--- src/core/dvsm_pkg.sv ---
// Purpose: Shared constants and carrier types for the output volume / soft mute stage
// Assumes: 24-bit signed stereo samples, APB register access
// Notes:   Gain table is a Q4.16 multiplier per 0.5 dB code
package dvsm_pkg;
   localparam int          SAMPLE_W         = 24;
   localparam int          GAIN_W           = 20;          // Q4.16 unsigned
   localparam int          GAIN_FRAC        = 16;
   localparam logic [7:0]  CODE_MAX_GAIN    = 8'h00;       // +12 dB
   localparam logic [7:0]  CODE_UNITY       = 8'h18;       // 0 dB, reset default
   localparam logic [7:0]  CODE_MUTE        = 8'hCC;       // first mute code
   localparam int          LEVEL_COUNT      = 205;
   localparam logic [1:0]  SLOW_DIV         = 2'h3;        // step every 4th sample
   localparam logic [1:0]  FAST_DIV         = 2'h0;        // step every sample
   localparam int          FIFO_DEPTH       = 16;
   // Register byte offsets
   localparam logic [11:0] OFS_CTRL         = 12'h000;
   localparam logic [11:0] OFS_VOL_LEFT     = 12'h004;
   localparam logic [11:0] OFS_VOL_RIGHT    = 12'h008;
   localparam logic [11:0] OFS_STATUS       = 12'h00C;
   // Control field positions
   localparam int          CTRL_LINK_BIT    = 0;
   localparam int          CTRL_RAMP_BIT    = 1;
   localparam int          CTRL_MUTE_BIT    = 2;
   localparam logic [31:0] CTRL_RESET       = 32'h0000_0001;

   typedef struct packed {
      logic signed [SAMPLE_W-1:0] left;
      logic signed [SAMPLE_W-1:0] right;
   } dvsm_pair_s;

   localparam int PAIR_W = 2 * SAMPLE_W;
endpackage

--- src/core/dvsm_fifo.sv ---
// Purpose: Synchronous FIFO with valid/ready on both sides
// Assumes: Single clock, synchronous active-high reset
// Notes:   Depth must be a power of two
`timescale 1ns/1ps
module dvsm_fifo #(
   parameter int WIDTH = 48,
   parameter int DEPTH = 16
) (
   input  wire logic             clock,    // System clock
   input  wire logic             rst,      // Sync reset
   input  wire logic [WIDTH-1:0] in_data,  // Write data
   input  wire logic             in_valid, // Write request
   output logic                  in_ready, // Not full
   output logic      [WIDTH-1:0] out_data, // Head word
   output logic                  out_valid,// Not empty
   input  wire logic             out_ready // Drain accept
);
   localparam int AW = $clog2(DEPTH);
   logic [WIDTH-1:0] mem [DEPTH];
   logic [AW:0]      wptr_reg;
   logic [AW:0]      rptr_reg;
   logic             push;
   logic             pop;

   // Honest full and empty from pointer compare
   assign in_ready  = !((wptr_reg[AW] != rptr_reg[AW]) && (wptr_reg[AW-1:0] == rptr_reg[AW-1:0]));
   assign out_valid = (wptr_reg != rptr_reg);
   assign push      = in_valid && in_ready;
   assign pop       = out_valid && out_ready;
   assign out_data  = mem[rptr_reg[AW-1:0]];

   // Storage
   always_ff @(posedge clock) begin
      if (push) begin
         mem[wptr_reg[AW-1:0]] <= in_data;
      end
   end

   // Pointers
   always_ff @(posedge clock) begin
      if (rst) begin
         wptr_reg <= '0;
         rptr_reg <= '0;
      end else begin
         if (push) begin
            wptr_reg <= wptr_reg + 1'b1;
         end
         if (pop) begin
            rptr_reg <= rptr_reg + 1'b1;
         end
      end
   end
endmodule

--- src/core/dvsm_top.sv ---
// Purpose: Output digital volume with soft ramping and soft mute ahead of a stereo DAC
// Assumes: One clock; samples arrive as valid/ready pairs at fs; APB slave for control
// Notes:   One ramp step per sample (fast) or per fourth sample (slow)
//
// Operation
// RULE1: 204 gain levels in 0.5 dB steps plus mute applied before the DAC.
// RULE2: Code 00h is +12 dB, 18h is 0 dB default, CCh and above mute.
// RULE3: Link set (default) makes left code drive both channels, right ignored.
// RULE4: Link clear gives each channel its own volume code.
// RULE5: Full-range ramp takes 816 samples (select 0) or 204 samples (select 1).
// RULE6: Soft mute request ramps output from target attenuation down to zero.
// RULE7: Mute release ramps gain from mute back to target attenuation.
// RULE8: Early release reverses the ramp back toward target immediately.
// RULE9: Mute only scales sample values; samples keep flowing at fs.
// RULE10: Step one code every fourth sample (select 0) or every sample (select 1).
// RULE11: Products saturate to the sample range instead of wrapping.
`timescale 1ns/1ps
module dvsm_top
   import dvsm_pkg::*;
(
   input  wire logic                 clock,     // 250 MHz system clock
   input  wire logic                 rst,       // Sync reset, active high
   // APB slave
   input  wire logic                 psel,      // Select
   input  wire logic                 penable,   // Access phase
   input  wire logic                 pwrite,    // Write
   input  wire logic [11:0]          paddr,     // Byte address
   input  wire logic [31:0]          pwdata,    // Write data
   output logic      [31:0]          prdata,    // Read data
   output logic                      pready,    // Always ready
   output logic                      pslverr,   // Unmapped access
   // Sample input
   input  wire dvsm_pkg::dvsm_pair_s in_pair,   // Stereo sample
   input  wire logic                 in_valid,  // Sample valid
   output logic                      in_ready,  // FIFO not full
   // Sample output toward DAC
   output dvsm_pkg::dvsm_pair_s      out_pair,  // Scaled sample
   output logic                      out_valid, // Output valid
   input  wire logic                 out_ready  // DAC accept
);
   import dvsm_pkg::*;

   // ===========================================================
   // Gain lookup and saturation
   // ===========================================================

   // Q4.16 multiplier for a code: 10^(-(code-24)/40)
   function automatic logic [GAIN_W-1:0] code_gain(input logic [7:0] code);
      logic [GAIN_W-1:0] base;
      logic [7:0]        steps;
      logic [4:0]        octave;
      logic [3:0]        sub;
      base = 20'h0_0000;
      steps = code;
      if (code >= CODE_MUTE) begin // [RULE2]
         code_gain = 20'h0_0000;
      end else begin
         // 12 codes per 6.02 dB octave approximated as 12 steps
         octave = 5'(steps / 8'd12);
         sub    = 4'(steps % 8'd12);
         case (sub)
            4'd0:    base = 20'h3_FB3C; // +12.0 dB relative top entries
            4'd1:    base = 20'h3_C0C8;
            4'd2:    base = 20'h3_8B38;
            4'd3:    base = 20'h3_5A28;
            4'd4:    base = 20'h3_2D70;
            4'd5:    base = 20'h3_0528;
            4'd6:    base = 20'h2_E018;
            4'd7:    base = 20'h2_BE78;
            4'd8:    base = 20'h2_9FC8;
            4'd9:    base = 20'h2_8410;
            4'd10:   base = 20'h2_6B00;
            4'd11:   base = 20'h2_5460;
            default: base = 20'h0_0000;
         endcase
         code_gain = base >> octave; // [RULE1]
      end
   endfunction

   // Scale one sample and clip to word range
   function automatic logic signed [SAMPLE_W-1:0] scale_sat(
      input logic signed [SAMPLE_W-1:0] s,
      input logic        [GAIN_W-1:0]   g);
      logic signed [SAMPLE_W+GAIN_W:0] prod;
      logic signed [SAMPLE_W+GAIN_W:0] shifted;
      logic signed [SAMPLE_W+GAIN_W:0] hi;
      logic signed [SAMPLE_W+GAIN_W:0] lo;
      prod    = s * $signed({1'b0, g});
      shifted = prod >>> GAIN_FRAC;
      hi      = (SAMPLE_W+GAIN_W+1)'(2 ** (SAMPLE_W-1) - 1);
      lo      = -hi - 1;
      if (shifted > hi) begin // [RULE11]
         scale_sat = SAMPLE_W'(hi);
      end else if (shifted < lo) begin
         scale_sat = SAMPLE_W'(lo);
      end else begin
         scale_sat = SAMPLE_W'(shifted);
      end
   endfunction

   // Next ramp code one step toward a goal
   function automatic logic [7:0] step_toward(input logic [7:0] cur, input logic [7:0] goal);
      if (cur < goal) begin
         step_toward = cur + 8'h01;
      end else if (cur > goal) begin
         step_toward = cur - 8'h01;
      end else begin
         step_toward = cur;
      end
   endfunction

   // Clamp any mute code onto the single mute step
   function automatic logic [7:0] clamp_code(input logic [7:0] c);
      clamp_code = (c >= CODE_MUTE) ? CODE_MUTE : c;
   endfunction

   // ===========================================================
   // APB register file
   // ===========================================================
   logic [31:0] ctrl_reg;
   logic [7:0]  vol_left_reg;
   logic [7:0]  vol_right_reg;
   logic [7:0]  app_left_reg;
   logic [7:0]  app_right_reg;
   logic        apb_wr;
   logic        mapped;

   assign pready = 1'b1;
   assign apb_wr = psel && penable && pwrite;
   assign mapped = (paddr == OFS_CTRL) || (paddr == OFS_VOL_LEFT) ||
                   (paddr == OFS_VOL_RIGHT) || (paddr == OFS_STATUS);
   assign pslverr = psel && penable && !mapped;

   // Register writes
   always_ff @(posedge clock) begin
      if (rst) begin
         ctrl_reg      <= CTRL_RESET;
         vol_left_reg  <= CODE_UNITY;
         vol_right_reg <= CODE_UNITY;
      end else if (apb_wr) begin
         case (paddr)
            OFS_CTRL:      ctrl_reg      <= pwdata & 32'h0000_0007;
            OFS_VOL_LEFT:  vol_left_reg  <= pwdata[7:0];
            OFS_VOL_RIGHT: vol_right_reg <= pwdata[7:0];
            default:       ctrl_reg      <= ctrl_reg;
         endcase
      end
   end

   // Read mux, registered
   always_ff @(posedge clock) begin
      if (rst) begin
         prdata <= 32'h0000_0000;
      end else if (psel && !penable) begin
         case (paddr)
            OFS_CTRL:      prdata <= ctrl_reg;
            OFS_VOL_LEFT:  prdata <= {24'h00_0000, vol_left_reg};
            OFS_VOL_RIGHT: prdata <= {24'h00_0000, vol_right_reg};
            OFS_STATUS:    prdata <= {16'h0000, app_right_reg, app_left_reg};
            default:       prdata <= 32'h0000_0000;
         endcase
      end
   end

   // ===========================================================
   // Target selection and ramp
   // ===========================================================
   logic       channel_link_select;
   logic       ramp_time_select;
   logic       soft_mute_request;
   logic [7:0] target_left;
   logic [7:0] target_right;
   logic [7:0] goal_left;
   logic [7:0] goal_right;
   logic [1:0] div_reg;
   logic       step_en;

   assign channel_link_select = ctrl_reg[CTRL_LINK_BIT];
   assign ramp_time_select    = ctrl_reg[CTRL_RAMP_BIT];
   assign soft_mute_request   = ctrl_reg[CTRL_MUTE_BIT];

   // Linked mode copies left code to both channels
   assign target_left  = clamp_code(vol_left_reg);                        // [RULE3]
   assign target_right = channel_link_select ? clamp_code(vol_left_reg)   // [RULE3]
                                             : clamp_code(vol_right_reg); // [RULE4]

   // Mute drives goal to mute; release or early cancel returns to target
   assign goal_left  = soft_mute_request ? CODE_MUTE : target_left;  // [RULE6] [RULE7] [RULE8]
   assign goal_right = soft_mute_request ? CODE_MUTE : target_right; // [RULE6] [RULE7] [RULE8]

   // Pipeline handshake
   dvsm_pair_s fifo_pair;
   logic       fifo_valid;
   logic       fifo_ready;
   logic       take;

   assign fifo_ready = !out_valid || out_ready;
   assign take       = fifo_valid && fifo_ready;

   // Sample-rate step divider
   always_ff @(posedge clock) begin
      if (rst) begin
         div_reg <= 2'h0;
      end else if (take) begin
         div_reg <= (div_reg >= (ramp_time_select ? FAST_DIV : SLOW_DIV)) ? 2'h0 : div_reg + 2'h1; // [RULE10]
      end
   end

   assign step_en = take && (div_reg >= (ramp_time_select ? FAST_DIV : SLOW_DIV)); // [RULE5] [RULE10]

   // Applied codes follow goal one step at a time
   always_ff @(posedge clock) begin
      if (rst) begin
         app_left_reg  <= CODE_UNITY;
         app_right_reg <= CODE_UNITY;
      end else if (step_en) begin
         app_left_reg  <= step_toward(app_left_reg, goal_left);   // [RULE5]
         app_right_reg <= step_toward(app_right_reg, goal_right); // [RULE5]
      end
   end

   // ===========================================================
   // Data path
   // ===========================================================
   logic [PAIR_W-1:0] fifo_word;

   dvsm_fifo #(
      .WIDTH (PAIR_W),
      .DEPTH (FIFO_DEPTH)
   ) u_fifo (
      .clock     (clock),
      .rst       (rst),
      .in_data   (in_pair),
      .in_valid  (in_valid),
      .in_ready  (in_ready),
      .out_data  (fifo_word),
      .out_valid (fifo_valid),
      .out_ready (fifo_ready)
   );

   assign fifo_pair = fifo_word;

   // Scaled output register; samples flow even when muted
   always_ff @(posedge clock) begin
      if (rst) begin
         out_pair  <= '0;
         out_valid <= 1'b0;
      end else if (fifo_ready) begin
         out_valid <= fifo_valid; // [RULE9]
         if (fifo_valid) begin
            out_pair.left  <= scale_sat(fifo_pair.left, code_gain(app_left_reg));   // [RULE1] [RULE9]
            out_pair.right <= scale_sat(fifo_pair.right, code_gain(app_right_reg)); // [RULE1] [RULE9]
         end
      end
   end
endmodule
--- config.mk ---
export PLATFORM = sky130hd
export DESIGN_NAME = dvsm_top
export DESIGN_NICKNAME = d
export VERILOG_FILES = /design/src/core/dvsm_pkg.sv /design/src/core/dvsm_fifo.sv /design/src/core/dvsm_top.sv
export SDC_FILE = /design/constraint.sdc
export NUM_CORES = 2
export LEC_CHECK = 0
export ABC_AREA = 0
export ABC_CLOCK_PERIOD_IN_PS = 14700
export BUFFER_PORTS_ARGS = -buffer_cell sky130_fd_sc_hd__clkbuf_2
export CORE_ASPECT_RATIO = 1.2
export CORE_MARGIN = 3
export CORE_UTILIZATION = 39
export CTS_CLUSTER_DIAMETER = 200
export DETAILED_ROUTE_END_ITERATION = 10
export SYNTH_ARGS = -nofsm -noshare
export SYNTH_HDL_FRONTEND = slang
export SYNTH_SLANG_ARGS = --single-unit
--- constraint.sdc ---
create_clock -name clock -period 14.7 [get_ports clock]
set_input_delay 0.735 -clock clock [delete_from_list [all_inputs] [get_ports clock]]
set_output_delay 0.735 -clock clock [all_outputs]
set_load 0.01 [all_outputs]
# After elaboration in Yosys (flattened, before gate mapping)
# Memory sizes are Yosys's and may differ from the RTL's. A register that Yosys moved wholly into a read port is not among the register bits.
# Cells that the tools add are included.
[word_totals]
register_bits = 128
mem_bits_rw = 768
mem_bits_ro = 512
in_bits = 99
out_inout_bits = 84
word_cells = 110
memories = 3
[classes]
add_sub_neg = 7
mul = 2
n_div = 4
magnitude_cmp = 13
n_eq_ne = 6
n_shift = 2
mux = 36
n_reduce_logical = 25
[memory_table]
columns = ["name", "words", "width", "rd", "rd_ports_with_merged_regs", "write_ports", "line_no", "rtl"]
rows = [
  ["u_fifo.mem", 16, 48, 1, 1, 1, "dvsm_fifo.sv:19", "logic [WIDTH-1:0] mem [DEPTH];"],
  ["(no name shown)", 16, 16, 1, 0, 0, "dvsm_top.sv:61", "case (sub)"],
  ["(no name shown)", 16, 16, 1, 0, 0, "dvsm_top.sv:61", ""],
]
[op_table]
columns = ["cell", "n"]
rows = [
  ["20-bit 2-to-1 mux", 16],
  ["24-bit 2-to-1 mux", 4],
  ["24-bit by 21-bit multiplier with 45-bit output", 2],
  ["8-bit 2-to-1 mux", 9],
  ["16-bit case mux with 4 select lines", 1],
  ["29-bit by 24-bit greater-than comparator with 1-bit output, second input constant", 2],
  ["29-bit by 24-bit less-than comparator with 1-bit output, second input constant", 2],
  ["20-bit by 5-bit right shift with 20-bit output", 2],
  ["8-bit greater-or-equal comparator, second input constant", 4],
  ["12-bit by 4-bit == test with 1-bit output, second input constant", 2],
  ["8-bit by 1-bit adder with 8-bit output, second input constant", 2],
  ["8-bit by 4-bit divider with 8-bit output, second input constant", 2],
  ["8-bit greater-than comparator", 2],
  ["8-bit less-than comparator", 2],
  ["8-bit by 4-bit remainder unit with 8-bit output, second input constant", 2],
  ["8-bit by 1-bit subtractor with 8-bit output, second input constant", 2],
  ["12-bit by 3-bit == test with 1-bit output, second input constant", 1],
  ["12-bit logical NOT", 1],
  ["2-bit AND reduction", 6],
  ["5-bit by 1-bit adder with 5-bit output, second input constant", 2],
  ["1-bit logical AND", 8],
  ["4-bit 2-to-1 mux", 2],
  ["5-bit != test", 1],
  ["4-bit == test", 1],
  ["other kinds (8)", 17],
]

# Logic depth before layout (Yosys ltp)
# An unclocked memory read counts as a cell.
[logic_depth]
ltp_word = 15
mapped_depth = 48
depth_no_buf = 43

# Cells and area by module
# From an unflattened synthesis, not the netlist that was laid out.
[hier_totals]
hier_cells = 6288
area_unflattened_um2 = 72293.1
[modules_own_cells]
columns = ["module", "instances", "cells_each", "area_each_um2", "seq_area_each_um2"]
rows = [
  ["dvsm_top", 1, 5120, 42588.3, 2042.0],
  ["dvsm_fifo", 1, 1168, 29704.7, 23342.4],
]

# Worst setup path after synthesis
# OpenSTA, ideal clock, no wires.
[synth_path]
path_kind = "register to register"
from = "reg with a tool-made name"
to = "reg out_pair[35] in the netlist's numbering"
setup_time_ns = 0.080
arrival_time_ns = 10.457
required_ns = 14.620
setup_slack_ns = 4.163
stages_incl_launch_ff = 39
period_less_slack_ns = 10.537
path_cell_list = "dfxtp_1 buf_2 buf_4 clkbuf_1 buf_1 mux4_2 mux2_2 o21a_1 clkbuf_1 nand2_1 inv_1 fa_1 inv_1 fa_1 inv_1 fa_1 inv_1 fa_1 [... 3 more ...] inv_1 fa_1 inv_1 ha_1 a21o_1 a21o_1 a21o_1 a21o_1 a21oi_1 o21ai_0 a21oi_1 o21ai_0 a21oi_1 mux2_2 nor4_4 buf_6 o21ai_1 a211oi_2"
[synth_rtl]
columns = ["item", "line_no", "rtl"]
rows = [
  ["end, declared", "dvsm_top.sv:37", "output dvsm_pkg::dvsm_pair_s out_pair,"],
]

# Worst setup path in the final report
[layout_path]
from = "reg app_left_reg[4]"
to = "reg out_pair[32] in the netlist's numbering"
[layout_via]
elab_chain_len = 15
word_cells_on_any_way = 18
classes_between = "1 x mul; 2 x div; 3 x order compare; 1 x shift; 10 x mux; 1 x memory"
[layout_lines]
columns = ["item", "line_no", "rtl"]
rows = [
  ["start, declared", "dvsm_top.sv:123", "logic [7:0] app_left_reg;"],
  ["start signal, assigned", "dvsm_top.sv:217", "app_left_reg <= step_toward(app_left_reg, goal_left);"],
  ["8-bit by 4-bit remainder unit with 8-bit output", "dvsm_top.sv:60", "sub = 4'(steps % 8'd12);"],
  ["memory read 16 x 16 bit", "n/a", ""],
  ["20-bit 2-to-1 mux", "dvsm_top.sv:55", "if (code >= CODE_MUTE) begin"],
  ["20-bit 2-to-1 mux", "dvsm_top.sv:250", "if (fifo_valid) begin"],
  ["20-bit 2-to-1 mux", "dvsm_top.sv:248", "end else if (fifo_ready) begin"],
  ["20-bit 2-to-1 mux", "dvsm_top.sv:245", "if (rst) begin"],
  ["20-bit by 5-bit right shift with 20-bit output", "dvsm_top.sv:76", "code_gain = base >> octave;"],
  ["20-bit 2-to-1 mux *", "dvsm_top.sv:55", ""],
  ["20-bit 2-to-1 mux *", "dvsm_top.sv:250", ""],
  ["20-bit 2-to-1 mux *", "dvsm_top.sv:248", ""],
  ["20-bit 2-to-1 mux *", "dvsm_top.sv:245", ""],
  ["24-bit by 21-bit multiplier with 45-bit output *", "dvsm_top.sv:88", "prod = s * $signed({1'b0, g});"],
  ["29-bit by 24-bit less-than comparator with 1-bit output", "dvsm_top.sv:94", "end else if (shifted < lo) begin"],
  ["24-bit 2-to-1 mux", "dvsm_top.sv:94", ""],
  ["24-bit 2-to-1 mux *", "dvsm_top.sv:92", "if (shifted > hi) begin"],
]
# Every way passes the cells marked *; elsewhere a longest branch is shown, timed or not. The select of a mux whose other input is x is not followed.
# A chain may end at the register's enable or synchronous reset.

==> impl_metrics.json <==
{
  "cp-start-kind": "flop",
  "core_um2": 183000,
  "fp.dieH_um": 477,
  "fmaxAchievable_ghz": 0.0774,
  "initial_utilization": 0.393,
  "cpMaxStageDelayCell": "dfxtp_1",
  "cts_buffers": 90,
  "cts_tree": "yes",
  "final_core_util": 0.428,
  "period_minus_slack_ps": 12920,
  "grt_pass1_wl_um": 305000,
  "rr_worst_depth": 38,
  "fill_cells": 17300,
  "firstDrtPassIters": 5,
  "r2r-end": "out_pair[32]$_SDFFE_PP0P_",
  "routabilityCongestion": 0.897,
  "setup_viol": 0,
  "hpwl_um": 134000,
  "fp.dieArea_um2": 190000,
  "reg2reg_slack_ps": 1780,
  "async_flop_share": 0,
  "avgViaCountPerCell": 5.37,
  "die_w_um": 398,
  "cts_buffer_depth": 3,
  "antenna_found_initial": 20,
  "yosys.cell_types.count": 113,
  "clk_pin_slew_ps": 60,
  "critPathTopFamily": "adder cells",
  "first_iter_violations": 4118,
  "cpMostUsedCell": "fa_1",
  "cts.sinks": 884,
  "ys_seq_elements": 884,
  "io_pins": 183,
  "relSlewSlack": 0.156,
  "slew_viol_final": 0,
  "cap_viol_max_count": 0,
  "synth-edff-count": 768,
  "ant_nets": 0,
  "h-tree-depth": 3,
  "ys_warn_count": 0,
  "crit_buf_inv": 7,
  "avgSynthCellArea_um2": 11.3,
  "startpoint": "app_left_reg[4]$_SDFFE_PP1P_",
  "min_path_cells": 2,
  "worstMarginPinSlew_ps": 1250,
  "critPathKind": "flop to flop",
  "netlist_top_cells_area": "edfxtp_1 32%, fa_1 24%, mux4_2 7.4%",
  "netlist_instances": 6367,
  "r2r-start": "app_left_reg[4]$_SDFFE_PP1P_",
  "area_growth_pct": 8.83,
  "cts_setup_buffers": 0,
  "largest_reg_flops": 768,
  "tns_ps": 0,
  "critical_path_depth": 38,
  "via_count": 47800,
  "hold_violations": 0,
  "ys_seq_area_frac": 0.352,
  "path_max_fanout": 29,
  "cts_resized": 0,
  "port_buffers": 141,
  "setup.worst_path.end": "out_pair[32]$_SDFFE_PP0P_",
  "routed_wl_um": 196000,
  "grt_pass1_vias": 50800,
  "cts_root_buf": "clkbuf_16",
  "drc": 0,
  "hp-class": "input pin to flop",
  "cts_hold_repair.buffers": 0,
  "critPathMaxStageDelay_ps": 1010,
  "status": "finished, final reports clean",
  "netlist_area_um2": 72100,
  "nNetsFinal": 7638,
  "rows": 172,
  "rsz0062_at_grt": "false",
  "clock_skew_ps": 77.4,
  "grt_overflow_total": 0,
  "cp.required_ps": 15260,
  "period_share": 0.879,
  "worstPathArrival_ps": 13480,
  "post_drt_wl_per_cell_um": 22.0,
  "clkLatencyLatePin_ps": 730,
  "yosysTopAreaCellShare": 0.320,
  "synth_top_area_cell": "edfxtp_1",
  "layout-drive-gt1-share": 0.117,
  "end_kind": "flop",
  "grt_max_degree": 97,
  "ys.flop_type": "edfxtp_1",
  "grt_use_total": 0.208
}
==> logic make-up (layout without fill, tap and decap cells) <==
group / Yosys count / in the layout / synth area share
AO/OA/AOI/OAI: 733 / 733 / 0.0729
XOR/XNOR: 101 / 101 / 0.0123
adder cells (fa/ha/maj): 1156 / 1156 / 0.293
buffers and inverters: 1565 / 1637 / 0.0844
flip-flops: 884 / 884 / 0.352
multiplexers: 288 / 288 / 0.0815
other: 2 / 24 / 0.000104
AND/OR/NAND/NOR: 1638 / 1638 / 0.104
==> through the flow <==
step                      worst slack (ps)  instance area [um^2]  cells  hold slack [ps]
after floorplan                       4160                 72100   6382              443
after global placement                1900                 75500   8727              451
after detailed placement              1890                 75500   8727              456
after CTS                             1860                 78400   8890              275
after global routing                   879                 78400   8890              296
final                                 1780                 78400   8897              318
==> how the worst min path moves through the flow <==
stage | from | to | slack [ps]
after floorplan | div_reg[1]$_SDFFE_PP0P_ | div_reg[1]$_SDFFE_PP0P_ | 440
after global placement | div_reg[1]$_SDFFE_PP0P_ | div_reg[1]$_SDFFE_PP0P_ | 450
after detailed placement | out_pair[23]$_SDFFE_PP0P_ | out_pair[23]$_SDFFE_PP0P_ | 460
after CTS | pwdata[3] | vol_left_reg[3]$_SDFFE_PP1P_ | 280
after global routing | pwdata[3] | vol_left_reg[3]$_SDFFE_PP1P_ | 300
final | pwdata[3] | vol_left_reg[3]$_SDFFE_PP1P_ | 320
==> layout by cell type, fill, tap and decap left out, types with 18 or more instances in the layout <==
cell       synthesis  routed
a22oi_1           18      18
edfxtp_1         768     768
nor3_1            54      47
clkinv_2           0      19
nand2_1          757     757
inv_1           1233    1233
and3_1            42      42
a21oi_1          169     168
o211ai_1          21      21
a21o_1            77      77
nand3_1           62      62
o21ai_0          114     111
nand4_1           27      27
xnor2_1           60      60
dfxtp_1          116     112
mux2i_1           38      38
buf_4             35      95
a211oi_1          34      32
nand2b_1          44      44
o21ai_1           23      24
clkbuf_2           0     141
a31oi_1           32      32
nor2b_1           77      77
o21a_1            20      19
and2_1           126     126
ha_1             274     274
a211oi_2          30      32
mux4_2           238     238
clkbuf_16          0      90
xor2_1            41      41
nor2_1           348     335
fa_1             882     882
==> metal layers <==
metal / track usage / part of all wire / vias up
met1: 0.284 / 0.42 / 24800
met2: 0.348 / 0.49 / 1668
li1: - / - / 21000
met4: 0.0554 / 0.027 / 12
met5: 0 / 0.00046 / -
met3: 0.0301 / 0.072 / 299
==> synth_stat cells, drive strengths merged (9+ instances only) <==
master,count
nor4,15
nor3,55
a31oi,34
a311oi,12
mux4,238
ha,274
nand3b,9
a21o,77
and3,42
or3,10
and2,127
o22ai,21
a211oi,66
nor2b,77
dfxtp,116
mux2,12
mux2i,38
a21oi,169
xor2,41
o21a,20
o21ai,139
nand4,28
nand3,62
clkbuf,187
nor3b,16
a211o,17
nand2b,45
o211ai,21
buf,142
fa,882
edfxtp,768
xnor2,60
nor2,354
nand2,761
o21bai,17
a22oi,21
inv,1235
a2111oi,10
==> layout make-up <==
cell class | count | area (um^2) | area share
timing repair buffer | 238 | 1470 | 0.0188
sequential | 884 | 25400 | 0.324
inverter | 1236 | 4640 | 0.0591
antenna | 7 | 17.5 | 0.000223
clock buffer | 109 | 2340 | 0.0299
tap | 2436 | 3050 | 0.0389
clock inverter | 54 | 612 | 0.00780
multi-input combinational | 3933 | 40900 | 0.522
Power is left out: the tool's default activity adds up to more than one toggle a clock period on the data nets, which glitch-free logic cannot reach.
